<file path="src/pabc_bus_regs.vh">
`ifndef PABC_BUS_REGS_VH
`define PABC_BUS_REGS_VH
// ****************************************************************
// bus state codes
// ****************************************************************
`define PABC_ST_IDLE 3'h0
`define PABC_ST_HOLD 3'h1
`define PABC_ST_NP1 3'h2
`define PABC_ST_NP2 3'h3
`define PABC_ST_P1 3'h4
`define PABC_ST_P2A 3'h5
`define PABC_ST_P2I 3'h6
// ****************************************************************
// phase of the bus state, one double rate clock each
// ****************************************************************
`define PABC_PH_ONE 1'h0
`define PABC_PH_TWO 1'h1
// ****************************************************************
// pin input synchroniser
// ****************************************************************
`define PABC_SYNC_W 3
`define PABC_IN_READY 0
`define PABC_IN_NA 1
`define PABC_IN_HOLD 2
// reset value of the filtered pins: strobes negated, hold absent
`define PABC_IN_RST 3'h3
// ****************************************************************
// widths
// ****************************************************************
`define PABC_AW 23
`define PABC_DW 16
`endif

</file>
<file path="src/pabc_bus_cycles.v">
`timescale 1ns/100ps
`include "pabc_bus_regs.vh"
module pabc_bus_cycles (
  // clock and reset
  input wire clk_sys_in,
  input wire reset_n_in,
  // pins from the system
  input wire ready_n_in,
  input wire next_addr_request_n_in,
  input wire hold_request_in,
  input wire [`PABC_DW-1:0] data_in,
  // pins to the system
  output reg [`PABC_AW-1:0] addr_out,
  output reg upper_byte_enable_n_out,
  output reg lower_byte_enable_n_out,
  output reg write_read_out,
  output reg data_ctrl_out,
  output reg mem_io_out,
  output reg addr_valid_strobe_n_out,
  output reg hold_grant_out,
  output reg [`PABC_DW-1:0] data_out,
  output reg data_oe_out,
  // internal request side
  input wire req_valid_in,
  input wire [`PABC_AW-1:0] req_addr_in,
  input wire [1:0] req_byte_en_n_in,
  input wire req_write_in,
  input wire req_data_ctrl_in,
  input wire req_mem_io_in,
  input wire [`PABC_DW-1:0] req_wdata_in,
  output wire req_taken_out,
  output reg done_out,
  output reg [`PABC_DW-1:0] rd_data_out,
  output wire [2:0] bus_state_out
);
  // ****************************************************************
  // pin synchronisers
  // ****************************************************************
  wire [`PABC_SYNC_W-1:0] raw_in; // raw pins in one vector
  wire [`PABC_SYNC_W-1:0] flt_lvl; // filtered pin levels
  // reset levels of the filters, negated so no false edge follows reset
  localparam [`PABC_SYNC_W-1:0] in_rst_lvl = `PABC_IN_RST;
  assign raw_in = {hold_request_in, next_addr_request_n_in, ready_n_in};
  genvar gi;
  generate
    for (gi = 0; gi < `PABC_SYNC_W; gi = gi + 1) begin : g_sync
      reg s1_q; // first stage, read only by s2
      reg s2_q;
      reg s3_q;
      reg flt_q; // filtered level of this pin, one driver per bit
      assign flt_lvl[gi] = flt_q;
      // three flops; a change counts once stages two and three agree
      always @(posedge clk_sys_in or negedge reset_n_in) begin
        if (!reset_n_in) begin
          s1_q <= in_rst_lvl[gi];
          s2_q <= in_rst_lvl[gi];
          s3_q <= in_rst_lvl[gi];
          flt_q <= in_rst_lvl[gi];
        end else begin
          s1_q <= raw_in[gi];
          s2_q <= s1_q;
          s3_q <= s2_q;
          if (s2_q == s3_q) begin
            flt_q <= s3_q;
          end
        end
      end
    end
  endgenerate
  wire ready_act = ~flt_lvl[`PABC_IN_READY]; // ready seen asserted
  wire na_act = ~flt_lvl[`PABC_IN_NA]; // next address seen asserted
  wire hold_act = flt_lvl[`PABC_IN_HOLD]; // hold requested
  // ****************************************************************
  // state registers
  // ****************************************************************
  reg phase_q; // phase within the bus state
  reg [2:0] state_q; // current bus state
  reg [2:0] state_d;
  reg na_seen_q; // next address sampled in this cycle
  reg publish_d; // drive a new address at this boundary
  reg ack_d; // current cycle ends at this boundary
  reg cur_write_q; // current cycle is a write
  reg [`PABC_DW-1:0] cur_wdata_q; // write data of current cycle
  reg pub_write_q; // published, not yet started cycle is a write
  reg [`PABC_DW-1:0] pub_wdata_q;
  reg wr_hold_q; // write data hold through next phase one
  wire state_end = (phase_q == `PABC_PH_TWO); // boundary edge
  assign bus_state_out = state_q;
  // request taken exactly when its address goes to the pins
  assign req_taken_out = state_end & publish_d;
  // ****************************************************************
  // next bus state
  // ****************************************************************
  always @* begin
    state_d = state_q;
    publish_d = 1'b0;
    ack_d = 1'b0;
    case (state_q)
      `PABC_ST_IDLE: begin
        // idle starts nothing unless a request waits
        if (hold_act) begin
          state_d = `PABC_ST_HOLD;
        end else if (req_valid_in) begin
          state_d = `PABC_ST_NP1;
          publish_d = 1'b1;
        end
      end
      `PABC_ST_HOLD: begin
        // leaving hold always passes idle, so next cycle is plain
        if (!hold_act) begin
          state_d = `PABC_ST_IDLE;
        end
      end
      `PABC_ST_NP1: begin
        // ready ignored at the end of the first state
        state_d = `PABC_ST_NP2;
      end
      `PABC_ST_NP2: begin
        if (ready_act) begin
          ack_d = 1'b1;
          if (req_valid_in) begin
            state_d = `PABC_ST_NP1;
            publish_d = 1'b1;
          end else if (hold_act) begin
            state_d = `PABC_ST_HOLD;
          end else begin
            state_d = `PABC_ST_IDLE;
          end
        end else if (na_seen_q && req_valid_in) begin
          // wait state with request pending: publish early
          state_d = `PABC_ST_P2A;
          publish_d = 1'b1;
        end else if (na_seen_q) begin
          state_d = `PABC_ST_P2I;
        end
      end
      `PABC_ST_P1: begin
        // ready ignored here; never a one-state cycle
        if (!req_valid_in) begin
          state_d = `PABC_ST_P2I;
        end else if (na_seen_q) begin
          state_d = `PABC_ST_P2A;
          publish_d = 1'b1;
        end else begin
          state_d = `PABC_ST_NP2;
        end
      end
      `PABC_ST_P2A: begin
        // end here keeps pipelining; otherwise wait in place
        if (ready_act) begin
          ack_d = 1'b1;
          state_d = `PABC_ST_P1;
        end
      end
      `PABC_ST_P2I: begin
        if (ready_act) begin
          ack_d = 1'b1;
          if (req_valid_in) begin
            state_d = `PABC_ST_NP1;
            publish_d = 1'b1;
          end else if (hold_act) begin
            state_d = `PABC_ST_HOLD;
          end else begin
            state_d = `PABC_ST_IDLE;
          end
        end else if (req_valid_in) begin
          state_d = `PABC_ST_P2A;
          publish_d = 1'b1;
        end
      end
      default: begin
        state_d = `PABC_ST_IDLE;
      end
    endcase
  end
  // ****************************************************************
  // phase, state and next-address flag
  // ****************************************************************
  // phase toggles every edge, so a state spans two clock periods
  always @(posedge clk_sys_in or negedge reset_n_in) begin
    if (!reset_n_in) begin
      phase_q <= `PABC_PH_ONE;
      state_q <= `PABC_ST_IDLE;
      na_seen_q <= 1'b0;
    end else begin
      phase_q <= ~phase_q;
      if (state_end) begin
        state_q <= state_d;
        if (ack_d || state_q == `PABC_ST_IDLE || state_q == `PABC_ST_HOLD) begin
          na_seen_q <= 1'b0;
        end
      end else if (state_q == `PABC_ST_NP2 || state_q == `PABC_ST_P1 ||
                   state_q == `PABC_ST_P2I) begin
        // sampled at the start of phase two; sticky, so repeats do nothing
        if (na_act) begin
          na_seen_q <= 1'b1;
        end
      end
    end
  end
  // ****************************************************************
  // address and cycle definition pins
  // ****************************************************************
  // pins change only when a request is published, so they stay valid
  // through every wait state until the following publish
  always @(posedge clk_sys_in or negedge reset_n_in) begin
    if (!reset_n_in) begin
      addr_out <= {`PABC_AW{1'b0}};
      upper_byte_enable_n_out <= 1'b1;
      lower_byte_enable_n_out <= 1'b1;
      write_read_out <= 1'b0;
      data_ctrl_out <= 1'b0;
      mem_io_out <= 1'b0;
      addr_valid_strobe_n_out <= 1'b1;
      hold_grant_out <= 1'b0;
      pub_write_q <= 1'b0;
      pub_wdata_q <= {`PABC_DW{1'b0}};
    end else if (state_end) begin
      // strobe low in first plain state and in the next-addr state with a request (P2A), not P2I
      addr_valid_strobe_n_out <= ~(state_d == `PABC_ST_NP1 ||
                                   state_d == `PABC_ST_P2A);
      hold_grant_out <= (state_d == `PABC_ST_HOLD);
      if (publish_d) begin
        addr_out <= req_addr_in;
        upper_byte_enable_n_out <= req_byte_en_n_in[1];
        lower_byte_enable_n_out <= req_byte_en_n_in[0];
        write_read_out <= req_write_in;
        data_ctrl_out <= req_data_ctrl_in;
        mem_io_out <= req_mem_io_in;
        pub_write_q <= req_write_in;
        pub_wdata_q <= req_wdata_in;
      end
    end
  end
  // ****************************************************************
  // current cycle and data bus
  // ****************************************************************
  // the published cycle becomes current only when its first state
  // begins; a write may then still hold the old data for phase one
  always @(posedge clk_sys_in or negedge reset_n_in) begin
    if (!reset_n_in) begin
      cur_write_q <= 1'b0;
      cur_wdata_q <= {`PABC_DW{1'b0}};
      data_out <= {`PABC_DW{1'b0}};
      data_oe_out <= 1'b0;
      wr_hold_q <= 1'b0;
      done_out <= 1'b0;
      rd_data_out <= {`PABC_DW{1'b0}};
    end else begin
      done_out <= state_end & ack_d;
      if (state_end) begin
        if (state_d == `PABC_ST_NP1 && publish_d) begin
          cur_write_q <= req_write_in;
          cur_wdata_q <= req_wdata_in;
        end else if (state_d == `PABC_ST_P1) begin
          cur_write_q <= pub_write_q;
          cur_wdata_q <= pub_wdata_q;
        end
        if (ack_d) begin
          // read: pins latched on ready; write: hold for phase one
          if (!cur_write_q) begin
            rd_data_out <= data_in;
          end
          wr_hold_q <= cur_write_q;
        end
      end else begin
        // end of phase one: drop old write, start new one
        wr_hold_q <= 1'b0;
        if ((state_q == `PABC_ST_NP1 || state_q == `PABC_ST_P1) && cur_write_q) begin
          data_out <= cur_wdata_q;
          data_oe_out <= 1'b1;
        end else if (wr_hold_q) begin
          data_oe_out <= 1'b0;
        end else if (!cur_write_q) begin
          data_oe_out <= 1'b0;
        end
      end
    end
  end
endmodule // pabc_bus_cycles

</file>
<file path="config.mk">
export PLATFORM = sky130hd
export DESIGN_NAME = pabc_bus_cycles
export DESIGN_NICKNAME = d
export VERILOG_FILES = /design/src/pabc_bus_cycles.v
export VERILOG_INCLUDE_DIRS = /design/src /design/src/src
export SDC_FILE = /design/constraint.sdc
export NUM_CORES = 1
export LEC_CHECK = 0
export BUFFER_PORTS_ARGS = -buffer_cell sky130_fd_sc_hd__buf_2
export CAP_MARGIN = 20
export CORE_MARGIN = 1.5
export CORE_UTILIZATION = 56
export DETAILED_ROUTE_END_ITERATION = 8
export GPL_TIMING_DRIVEN = 1
export PLACE_DENSITY = 0.85
export SLEW_MARGIN = 20
export SYNTH_ARGS = -nofsm -noshare
export SYNTH_HDL_FRONTEND = slang
export SYNTH_SLANG_ARGS = --single-unit
</file>
<file path="constraint.sdc">
create_clock -name clk_sys_in -period 4.7 [get_ports clk_sys_in]
set_input_delay 0.94 -clock clk_sys_in [delete_from_list [all_inputs] [get_ports clk_sys_in]]
set_output_delay 0.94 -clock clk_sys_in [all_outputs]
set_load 0.02 [all_outputs]
</file>
# --- After elaboration in Yosys (flattened, before gate mapping) ---
# Cells that the tools add are included.
totals:
  regBits: 115
  in_bits: 66
  output_inout_bits: 68
  wordCells: 108
op_classes:
  bitwise: 5
  n_eq_ne: 17
  reduce_logical: 19
  mux: 36
op_table:
  columns: ["operator", "n"]
  rows:
  - ["$mux 3", 11]
  - ["$mux 16", 2]
  - ["$pmux 3 s7", 1]
  - ["$mux 1", 20]
  - ["$eq 3x3->1 const B", 5]
  - ["$eq 3x2->1 const B", 3]
  - ["$reduce_and 2->1", 4]
  - ["$eq 3x1->1 const B", 2]
  - ["$logic_or 1x1->1", 6]
  - ["$ne 2x1->1 const B", 3]
  - ["$reduce_and 3->1", 2]
  - ["$pmux 1 s4", 1]
  - ["$reduce_bool 2->1", 2]
  - ["$eq 1x1->1", 3]
  - ["$logic_and 1x1->1", 3]
  - ["$logic_not 3->1", 1]
  - ["$ne 3x1->1 const B", 1]
  - ["$not 1->1", 3]
  - ["$reduce_or 3->1", 1]
  - ["$and 1x1->1", 2]
  - ["$mux 2", 1]

# --- Depth between registers and ports, before layout ---
# Gate-level depths: netlist (run 1).
depth:
  ltp_word: 8
  mapped_depth: 9
  depth_no_buf: 6

# --- Worst setup path after synthesis (run 1) ---
# Ideal clock, no wire load.
synth_path:
  path_type: "input to output"
  from: "in req_valid_in"
  to: "out req_taken_out"
  n_path_buf: 2
  cell_stages: 4
  slack_ps: 1665
  t_required_ps: 3760
  t_arrival_ps: 2095
  cell_sequence: "clkbuf_1 o2111ai_1 inv_2 buf_1"
synth_between:
  elab_chain_len: 5
  elab_cells_between_ends: 8
  classes_between: "mux (6); bitwise (1); reduce/logical (1)"
synth_rtl:
  columns: ["element", "line", "text"]
  rows:
  - ["start, declared", "pabc_bus_cycles.v:24", "input wire req_valid_in,"]
  - ["$logic_and 1x1->1", "pabc_bus_cycles.v:129", "end else if (na_seen_q && req_valid_in) begin"]
  - ["$mux 1", "pabc_bus_cycles.v:129", null]
  - ["$mux 1", "pabc_bus_cycles.v:119", "if (ready_act) begin"]
  - ["$pmux 1 s4 *", "pabc_bus_cycles.v:98", "case (state_q)"]
  - ["$and 1x1->1 *", "pabc_bus_cycles.v:90", "assign req_taken_out = state_end & publish_d;"]
  - ["end, declared", "pabc_bus_cycles.v:31", "output wire req_taken_out,"]
# Every way passes the cells marked *; elsewhere a longest branch is shown, timed or not.

# --- Worst setup path in the final report (run 1) ---
layout_path:
  from: "reg state_q[2], in the netlist bus_state_out[2]"
  to: "out req_taken_out"
layout_between:
  elab_chain_len: 3
  elab_cells_between_ends: 6
  classes_between: "eq/ne (3); mux (1); bitwise (1); reduce/logical (1)"
layout_rtl:
  columns: ["element", "line", "text"]
  rows:
  - ["start, declared", "pabc_bus_cycles.v:77", "reg [2:0] state_q;"]
  - ["start signal, assigned", "pabc_bus_cycles.v:183", "state_q <= `PABC_ST_IDLE;"]
  - ["start signal, assigned", "pabc_bus_cycles.v:188", "state_q <= state_d;"]
  - ["$eq 3x3->1 (tied with other cells)", "pabc_bus_cycles.v:98", null]
  - ["$pmux 1 s4 *", "pabc_bus_cycles.v:98", null]
  - ["$and 1x1->1 *", "pabc_bus_cycles.v:90", null]
# Marks and branches as above.

==> out/metrics.yaml, run 1 <==
crit_fanout: 45
syn_avg_cell_area_sq_um: 11.6
synth_ff_type: "dfrtp_1"
rows: 33
p_clk_frac: 0.256
worst_setup_path_start_kind: "register"
r2r-start: "bus_state_out[2]"
fmaxAchievable_ghz: 0.289
slowest_delay_ps: 550
cts_root_buf: "clkbuf_8"
crit_required_ps: 3760
power_density_nw_per_um2: 763
ir_worst_vdd_mv: 0.489
place_hpwl_um: 6230
fin_cells: 664
slew_violations: 0
synth_edf_count: 0
ys_seq_elements: 115
switching_power_w: 0.00168
tritoncts: "done"
post-synth-top-area-fraction: 0.548
synth_warnings: 0
coreArea_sq_um: 8220
yosysSeqAreaShare: 0.609
crit_family: "buffers and inverters"
multi_input_area_sq_um: 1750
yosys.area.top_type: "dfrtp_1"
cts.clk_slew.worst_paths_ps: 50
grt_pass1_vias: 3399
path_class: "reg2out"
p_comb_frac: 0.385
path_cells: "or3_1 > a21oi_1 > o2111ai_4 > buf_4 > inv_2 > buf_2"
dieWidth_um: 95.1
vias_per_cell: 5.19
p_total_w: 0.00462
syn_to_final_growth_pct: 27.6
critPathArrivalTime_ps: 2520
period_minus_slack_ps: 3460
antenna_left: 0
num_vias: 3446
r2r_end: "cur_wdata_q[2]"
gr-total-overflow: 0
ys_types: 41
rsz0062_at_grt: "false"
finalHoldViolations: 0
yosys-top-cells-area: "dfrtp_1, mux2_2, nand2_1"
initial_core_util: 0.578
cap_violations: 0
cp_slowest_cell: "dfrtp_1"
drt-initial-drc-count: 96
min_path_cells: 0
final.setup.tns_ps: 0
grt_pass1_wl_um: 15200
min_to: "g_sync[2].s2_q"
syn_area_sq_um: 4750
gp_congestion: 0.761
die_y_um: 95.1
hold_start: "g_sync[2].s1_q"
portBuffers: 133
placed_cells: 632
cts_resized: 0
avgRoutedWirePerCell_um: 14.2
cts_max_path_buffers: 2
ff_latch_area_sq_um: 2890
drive_gt1_frac: 0.448
cts.sinks: 115
clock_latency_ps: 500
switching_share: 0.363
drt_wl_total_um: 9450
fillers: 574
hp-class: "reg2reg"
async_flop_share: 1.00
tightest_slew_ps: 970
yosysMostFrequentCell: "nand2_1"
status: "finished clean"
setup_viol: 0
dieArea_sq_um: 9040
drtPass1Iterations: 4
utilization: 0.737
postSynthCellCount: 409
p_seq_frac: 0.359
power.internal_w: 0.00294
antenna_found_initial: 0
htree_num_levels: 4
cts_setup_buffers: 0
regToRegSetupSlack_ps: 1740
fin_crit_sh: 0.736
route.detailed.drc: 0
hold_buffers: 0
grt_max_degree: 46
reg2regPathDepth: 6
nNetsFinal: 612
slew_headroom: 0.352
grt_use_total: 0.226
syn_nets: 475
crit_buf_inv: 3
cellLeakagePower_nw: 3.19
synth_commonest_cells: "nand2_1, dfrtp_1, mux2_2"
finalClockSkew_ps: 7.06
io_pins: 134
endpoint_kind: "primary output"
cts_inserted_buffers: 17
-- area by class of cell --
| cell class | count | area share |
|---|---|---|
| Sequential cell | 115 | 0.478 |
| Multi-Input combinational cell | 269 | 0.289 |
| Timing Repair Buffer | 138 | 0.117 |
| Clock buffer | 18 | 0.0690 |
| Clock inverter | 13 | 0.0225 |
| Tap cell | 105 | 0.0217 |
| Inverter | 5 | 0.00310 |
| Antenna cell | 1 | 0.000413 |
-- worst reg2reg max path: stages (launching register included) --
cell     delay, ps
dfrtp_1        550
or3_1          460
o211a_1        210
o22a_1         250
nor3b_1        170
o21ai_2        760
mux2_2         430
-- power by group through the flow --
stage,sequential [W],clock (W),combinational (W)
2_1_floorplan,0.00192,0,0.00104
3_5_place_dp,0.00167,0,0.00179
6_report,0.00166,0.00118,0.00178
3_3_place_gp,0.00164,0,0.00172
4_1_cts,0.00166,0.00121,0.00181
5_1_grt,0.00171,0.00126,0.00194
-- cell usage in the layout (no fill, tap or decap), drive strengths merged, types with 2 or more instances in the layout --
cell and instances:
nand3 3, xor2 2, nor2b 4, mux2 66
clkinv 5, mux2i 2, clkbuf 18, maj3 3
o21ai 10, bufinv 2, buf 138, nand4b 2
dfrtp 104, a21oi 8, nand2b 5, nand2 140
dfstp 11, nor3b 2, nor2 6, inv 7
clkinvlp 4
-- metal layers --
| layer | global-route usage | wire, um |
|---|---|---|
| met2 | 0.377 | 4720 |
| met4 | 0.0833 | 127 |
| met5 | 0 | 0 |
| met3 | 0.0893 | 664 |
| met1 | 0.264 | 3940 |
-- worst max-delay path by stage --
stage / startpoint / end / depth (start not counted)
6_report: bus_state_out[2] / req_taken_out / 6
5_1_grt: bus_state_out[2] / req_taken_out / 6
4_1_cts: bus_state_out[2] / req_taken_out / 6
3_5_place_dp: req_valid_in / cur_wdata_q[8] / 7
3_3_place_gp: req_valid_in / cur_wdata_q[11] / 7
2_1_floorplan: req_valid_in / req_taken_out / 4
-- flip-flops by register name, indices dropped and copies added (netlist names), 3 cells and up --
| register | flops |
|---|---|
| pub_wdata_q | 16 |
| bus_state_out | 3 |
| data_out | 16 |
| g_sync.flt_q | 3 |
| g_sync.s3_q | 3 |
| cur_wdata_q | 16 |
| g_sync.s2_q | 3 |
| rd_data_out | 16 |
| addr_out | 23 |
| g_sync.s1_q | 3 |
-- metrics by stage --
step                area [sq um]  hold WS (ps)  setup WS [ps]
floorplan                   4750           331           1670
finish                      6050           348           1240
detailed placement          5500           338           1510
CTS                         6050           350           1230
global route                6050           354           1080
global placement            5500           336           1570
-- cell families after synthesis --
| kind of cell | after synthesis | share of synthesized area |
|---|---|---|
| buffers and inverters | 25 | 0.0258 |
| flip-flops | 115 | 0.609 |
| AND/OR/NAND/NOR | 169 | 0.149 |
| adder cells (fa/ha/maj) | 3 | 0.00633 |
| XOR/XNOR | 2 | 0.00369 |
| AO/OA/AOI/OAI | 27 | 0.0377 |
| multiplexers | 68 | 0.168 |
Note: power is estimated with default switching activity, not from simulation.
==> run 2: changes to the inputs <==
--- a/config.mk
+++ b/config.mk
@@ -6,13 +6,14 @@
 export SDC_FILE = /design/constraint.sdc
 export NUM_CORES = 1
 export LEC_CHECK = 0
+export ABC_AREA = 1
 export BUFFER_PORTS_ARGS = -buffer_cell sky130_fd_sc_hd__buf_2
 export CAP_MARGIN = 20
 export CORE_MARGIN = 1.5
-export CORE_UTILIZATION = 56
+export CORE_UTILIZATION = 52
 export DETAILED_ROUTE_END_ITERATION = 8
 export GPL_TIMING_DRIVEN = 1
-export PLACE_DENSITY = 0.85
+export PLACE_DENSITY = 0.79
 export SLEW_MARGIN = 20
 export SYNTH_ARGS = -nofsm -noshare
 export SYNTH_HDL_FRONTEND = slang
==> constraint.sdc (replaced) <==
create_clock -name clk_sys_in -period 3.3 [get_ports clk_sys_in]
set_input_delay 0.66 -clock clk_sys_in [delete_from_list [all_inputs] [get_ports clk_sys_in]]
set_output_delay 0.66 -clock clk_sys_in [all_outputs]
set_load 0.02 [all_outputs]
==> out/metrics.yaml, run 2 <==
gp_congestion: 0.881
setup_viol: 0
coreArea_sq_um: 9200
worst_setup_path_start_kind: "register"
grt_max_degree: 84
cap_violations: 0
cts_root_buf: "clkbuf_8"
synth_edf_count: 0
cts.sinks: 115
path_class: "reg2out"
dieWidth_um: 100
tritoncts: "done"
yosysSeqAreaShare: 0.592
syn_nets: 572
place_hpwl_um: 7090
placed_area_sq_um: 5610
cts_resized: 0
grt_pass1_vias: 3695
n_antenna_cell: 0
htree_num_levels: 4
top_layer: "met4"
antenna_left: 0
io_pins: 134
grt_use_total: 0.224
critPathArrivalTime_ps: 1930
syn_avg_cell_area_sq_um: 9.66
fmaxAchievable_ghz: 0.386
final.setup.tns_ps: 0
route.detailed.drc: 0
slew_headroom: 0.478
dr_wl_met2_um: 5090
cts.clk_slew.worst_paths_ps: 50
final_cell_mix: "nand2_1, buf_2, dfrtp_1"
drt_wl_total_um: 10600
largest_register: "addr_out"
crit_fanout: 9
drive_gt1_frac: 0.344
finalClockSkew_ps: 8.63
cts_setup_buffers: 0
drt-initial-drc-count: 322
async_flop_share: 1.00
finalInstanceArea_sq_um: 6200
ir_worst_vdd_mv: 0.583
power_density_nw_per_um2: 1040
avgRoutedWirePerCell_um: 13.9
cellLeakagePower_nw: 3.28
yosysMostFrequentCell: "nand2_1"
ys_types: 28
portBuffers: 133
synth_commonest_cells: "nand2_1, dfrtp_1, o21ai_0"
antenna_found_initial: 0
grt_pass1_wl_um: 17500
vias_per_cell: 5.06
yosys-top-cells-area: "dfrtp_1, nand2_1, dfstp_2"
num_vias: 3853
hold_buffers: 0
slew_violations: 0
hp-class: "in2async"
rows: 35
utilization: 0.674
crit_required_ps: 2640
clock_latency_ps: 510
period_minus_slack_ps: 2590
final_common_cell: "nand2_1"
tightest_slew_ps: 780
rsz0062_at_grt: "false"
gr-total-overflow: 0
post-synth-top-area-fraction: 0.532
syn_area_sq_um: 4890
largest_reg_flops: 23
yosys.area.top_type: "dfrtp_1"
cts_inserted_buffers: 17
synth_warnings: 0
cts_max_path_buffers: 2
fin_crit_sh: 0.785
postSynthCellCount: 506
wl_met1_um: 4570
synth_ff_type: "dfrtp_1"
dieArea_sq_um: 9990
die_y_um: 100
status: "finished clean"
drtPass1Iterations: 5
endpoint_kind: "primary output"
route.met3.wl_um: 766
fillers: 685
syn_to_final_growth_pct: 26.8
finalHoldViolations: 0
ys_seq_elements: 115
nNetsFinal: 704
initial_core_util: 0.532
## run 2: cell types whose count changed after synthesis, sizes merged, moves of 7 or more
cell / before / now
o21ai: 10 / 70
nand3: 3 / 31
clkbuf: 11 / 4
nor2: 6 / 19
nand2: 140 / 147
buf: 9 / 19
mux2: 66 / 32
inv: 5 / 58
## run 2: cells by family (layout without fill, tap and decap cells)
family,after synthesis,in the layout,share of synthesized area
compound gates,77,77,0.0824
mux,32,32,0.0737
flops,115,115,0.592
fa+ha+maj,3,3,0.00614
simple gates,198,198,0.176
buf+inv,81,226,0.0704
## run 2: through the flow
stage,hold slack (ps),instances,power (W),setup WS [ps]
global placement,346,730,0.00462,807
global route,97.0,762,0.00690,505
CTS,93.5,762,0.00652,682
finish,89.9,762,0.00647,710
detailed placement,347,730,0.00470,701
floorplan,331,506,0.00397,888
## run 2: layout make-up
type,instances,area (sq um),share of cell area
Tap cell,111,139,0.0224
Timing Repair Buffer,136,703,0.113
Inverter,58,218,0.0351
Clock inverter,12,131,0.0212
Multi-Input combinational cell,310,1660,0.268
Clock buffer,20,455,0.0735
Sequential cell,115,2890,0.466
## run 2: final timing paths
check	cells after the start	start	slack (ps)	endpoint
min	1	reset_n_in	90	rd_data_out[7]
max reg2reg	10	bus_state_out[2]	800	cur_wdata_q[11]
min reg2reg	0	g_sync[0].s1_q	350	g_sync[0].s2_q
min in group clk_sys_in	1	ready_n_in	250	g_sync[0].s1_q
max in group asynchronous	2	reset_n_in	2410	upper_byte_enable_n_out
max	5	bus_state_out[1]	710	req_taken_out
## run 2: routing by layer
metal  track usage  vias to the layer above
met2         0.353                      168
met1         0.290                     1787
met4        0.0834                        0
met3        0.0752                       13
li1              -                     1885
met5             0                        -
## run 2: where the power goes
part           switching, W  internal, W
combinational       0.00151     0.000811
sequential         0.000361      0.00203
clock              0.000634      0.00113
total               0.00250      0.00397
## run 2: worst max-delay path, cell delays in order (launching register included)
cell and delay, ps:
dfrtp_1 550, nand2_1 90, nor2_1 200, o211ai_1 170, a31oi_4 210, buf_2 190
==> run 3: changes to the inputs <==
--- a/config.mk
+++ b/config.mk
@@ -6,14 +6,14 @@
 export SDC_FILE = /design/constraint.sdc
 export NUM_CORES = 1
 export LEC_CHECK = 0
-export ABC_AREA = 1
+export ABC_AREA = 0
 export BUFFER_PORTS_ARGS = -buffer_cell sky130_fd_sc_hd__buf_2
 export CAP_MARGIN = 20
 export CORE_MARGIN = 1.5
 export CORE_UTILIZATION = 52
 export DETAILED_ROUTE_END_ITERATION = 8
 export GPL_TIMING_DRIVEN = 1
-export PLACE_DENSITY = 0.79
+export PLACE_DENSITY = 0.8
 export SLEW_MARGIN = 20
 export SYNTH_ARGS = -nofsm -noshare
 export SYNTH_HDL_FRONTEND = slang
==> constraint.sdc (replaced) <==
create_clock -name clk_sys_in -period 2.4 [get_ports clk_sys_in]
set_input_delay 0.48 -clock clk_sys_in [delete_from_list [all_inputs] [get_ports clk_sys_in]]
set_output_delay 0.48 -clock clk_sys_in [all_outputs]
set_load 0.02 [all_outputs]
==> out/metrics.yaml, run 3 (synthesis gave the netlist of run 1 again) <==
final_common_cell: "nand2_1"
tightest_slew_ps: 535
finalHoldViolations: 0
violations: "negative setup slack"
crit_fanout: 2
p_comb_frac: 0.413
path_class: "reg2out"
reg2regPathDepth: 7
fin_crit_sh: 1.01
cellLeakagePower_nw: 3.44
drt_wl_total_um: 10900
slowest_delay_ps: 410
initial_core_util: 0.542
gr-total-overflow: 0
worst_slack_ps: -30.6
crit_required_ps: 1920
cp-endpoint: "req_taken_out"
critPathArrivalTime_ps: 1950
drive_gt1_frac: 0.484
n_antenna_cell: 0
final_cell_mix: "nand2_1, buf_2, dfrtp_1"
syn_to_final_growth_pct: 37.8
rsz0062_at_grt: "true"
finalClockSkew_ps: 7.78
switching_share: 0.343
io_pins: 134
min_path_cells: 1
antenna_left: 0
power.internal_w: 0.00673
dpl_worst_slack_ps: 10.4
gp_congestion: 0.838
status: "finished with violations"
coreArea_sq_um: 8760
largest_reg_flops: 23
worst_setup_path_start_kind: "register"
vias_per_cell: 5.10
largest_register: "addr_out"
rows: 34
endpoint_kind: "primary output"
drtPass1Iterations: 4
route.detailed.drc: 0
avgRoutedWirePerCell_um: 15.7
p_total_w: 0.0103
hold_start: "next_addr_request_n_in"
portBuffers: 133
slew_violations: 0
num_vias: 3537
grt_pass1_wl_um: 17700
slew_headroom: 0.643
cts_root_buf: "clkbuf_8"
ir_worst_vdd_mv: 1.00
power_density_nw_per_um2: 1570
period_minus_slack_ps: 2430
fmaxAchievable_ghz: 0.411
dieArea_sq_um: 9710
switching_power_w: 0.00352
path_cells: "or3_4 > a21oi_4 > o2111ai_4 > buf_12 > clkinv_8 > buf_8"
cts.sinks: 115
hp-class: "in2reg"
r2r-start: "bus_state_out[2]"
grt_use_total: 0.234
r2r_end: "cur_wdata_q[7]"
regToRegSetupSlack_ps: 60
htree_num_levels: 4
antenna_found_initial: 0
startpoint: "bus_state_out[2]"
setup_viol: 1
die_y_um: 98.5
cp_slowest_cell: "or3_4"
cts_inserted_buffers: 17
grt_max_degree: 60
cts.clk_slew.worst_paths_ps: 60
drt-initial-drc-count: 130
grt_pass1_vias: 3653
cts_max_path_buffers: 2
dieWidth_um: 98.5
clock_latency_ps: 510
place_hpwl_um: 6740
p_clk_frac: 0.275
p_seq_frac: 0.313
cap_violations: 0
tritoncts: "done"
nNetsFinal: 638
-- run 3: cell types whose count changed in the layout (fill, tap and decap cells not counted), sizes merged, moves of 5 or more --
| cell | delta |
|---|---|
| o21ai | -60 |
| inv | -54 |
| mux2 | +34 |
| nand3 | -28 |
| buf | +25 |
| nor2 | -13 |
| nand2 | -7 |
| a21oi | +6 |
| nand2b | +5 |
-- run 3: cell type report --
class / count / area [sq um]
Clock buffer: 23 / 467
Clock inverter: 9 / 199
Fill cell: 554 / 2220
Inverter: 5 / 31.3
Multi-Input combinational cell: 269 / 1800
Sequential cell: 115 / 2900
Tap cell: 108 / 135
Timing Repair Buffer: 164 / 1020
-- run 3: repair_timing --
action / 4_1_cts / 5_1_grt
buffers inserted: 4 / 5
hold buffers: 1 / 0
setup endpoints to repair: 6 / 32
pin swaps: 5 / 7
gates resized for setup: 14 / 10
gates cloned: 2 / 0
hold endpoints to repair: 29 / 0
-- run 3: how the worst min path moves through the flow --
| stage | to |
|---|---|
| 6_report | g_sync[1].s1_q |
| 3_3_place_gp | g_sync[2].s2_q |
| 3_5_place_dp | g_sync[2].s2_q |
| 5_1_grt | g_sync[0].s1_q |
| 2_1_floorplan | addr_out[0] |
| 4_1_cts | g_sync[0].s1_q |
-- run 3: critical path: cells and delay by family, from the launching register on --
family	cells	cell delay, ps
compound gates	2	300
flops	1	400
buf+inv	3	320
simple gates	1	410
-- run 3: power by group through the flow --
stage                     Clock [W]  Combinational (W)  Sequential, W
after global placement            0            0.00372        0.00315
after CTS                   0.00285            0.00415        0.00318
after detailed placement          0            0.00387        0.00318
after global routing        0.00296            0.00454        0.00328
after floorplan                   0            0.00206        0.00377
final                       0.00282            0.00423        0.00320
-- run 3: layer usage --
metal  routed length [um]  GRT usage
met5                    0          0
met4                  119     0.0693
met3                  762     0.0837
met2                 5470      0.400
met1                 4530      0.281
-- run 3: through the flow --
stage / utilization / instances / hold slack [ps] / area (sq um) / setup TNS [ps]
after floorplan: - / 409 / 184 / 4760 / 0
after global placement: 0.643 / 649 / 333 / 5630 / 0
after detailed placement: 0.643 / 649 / 336 / 5630 / 0
after CTS: 0.737 / 688 / 49.5 / 6460 / -93.1
after global routing: 0.746 / 693 / 39.9 / 6540 / -336
final: 0.746 / 693 / 67.5 / 6540 / -30.6
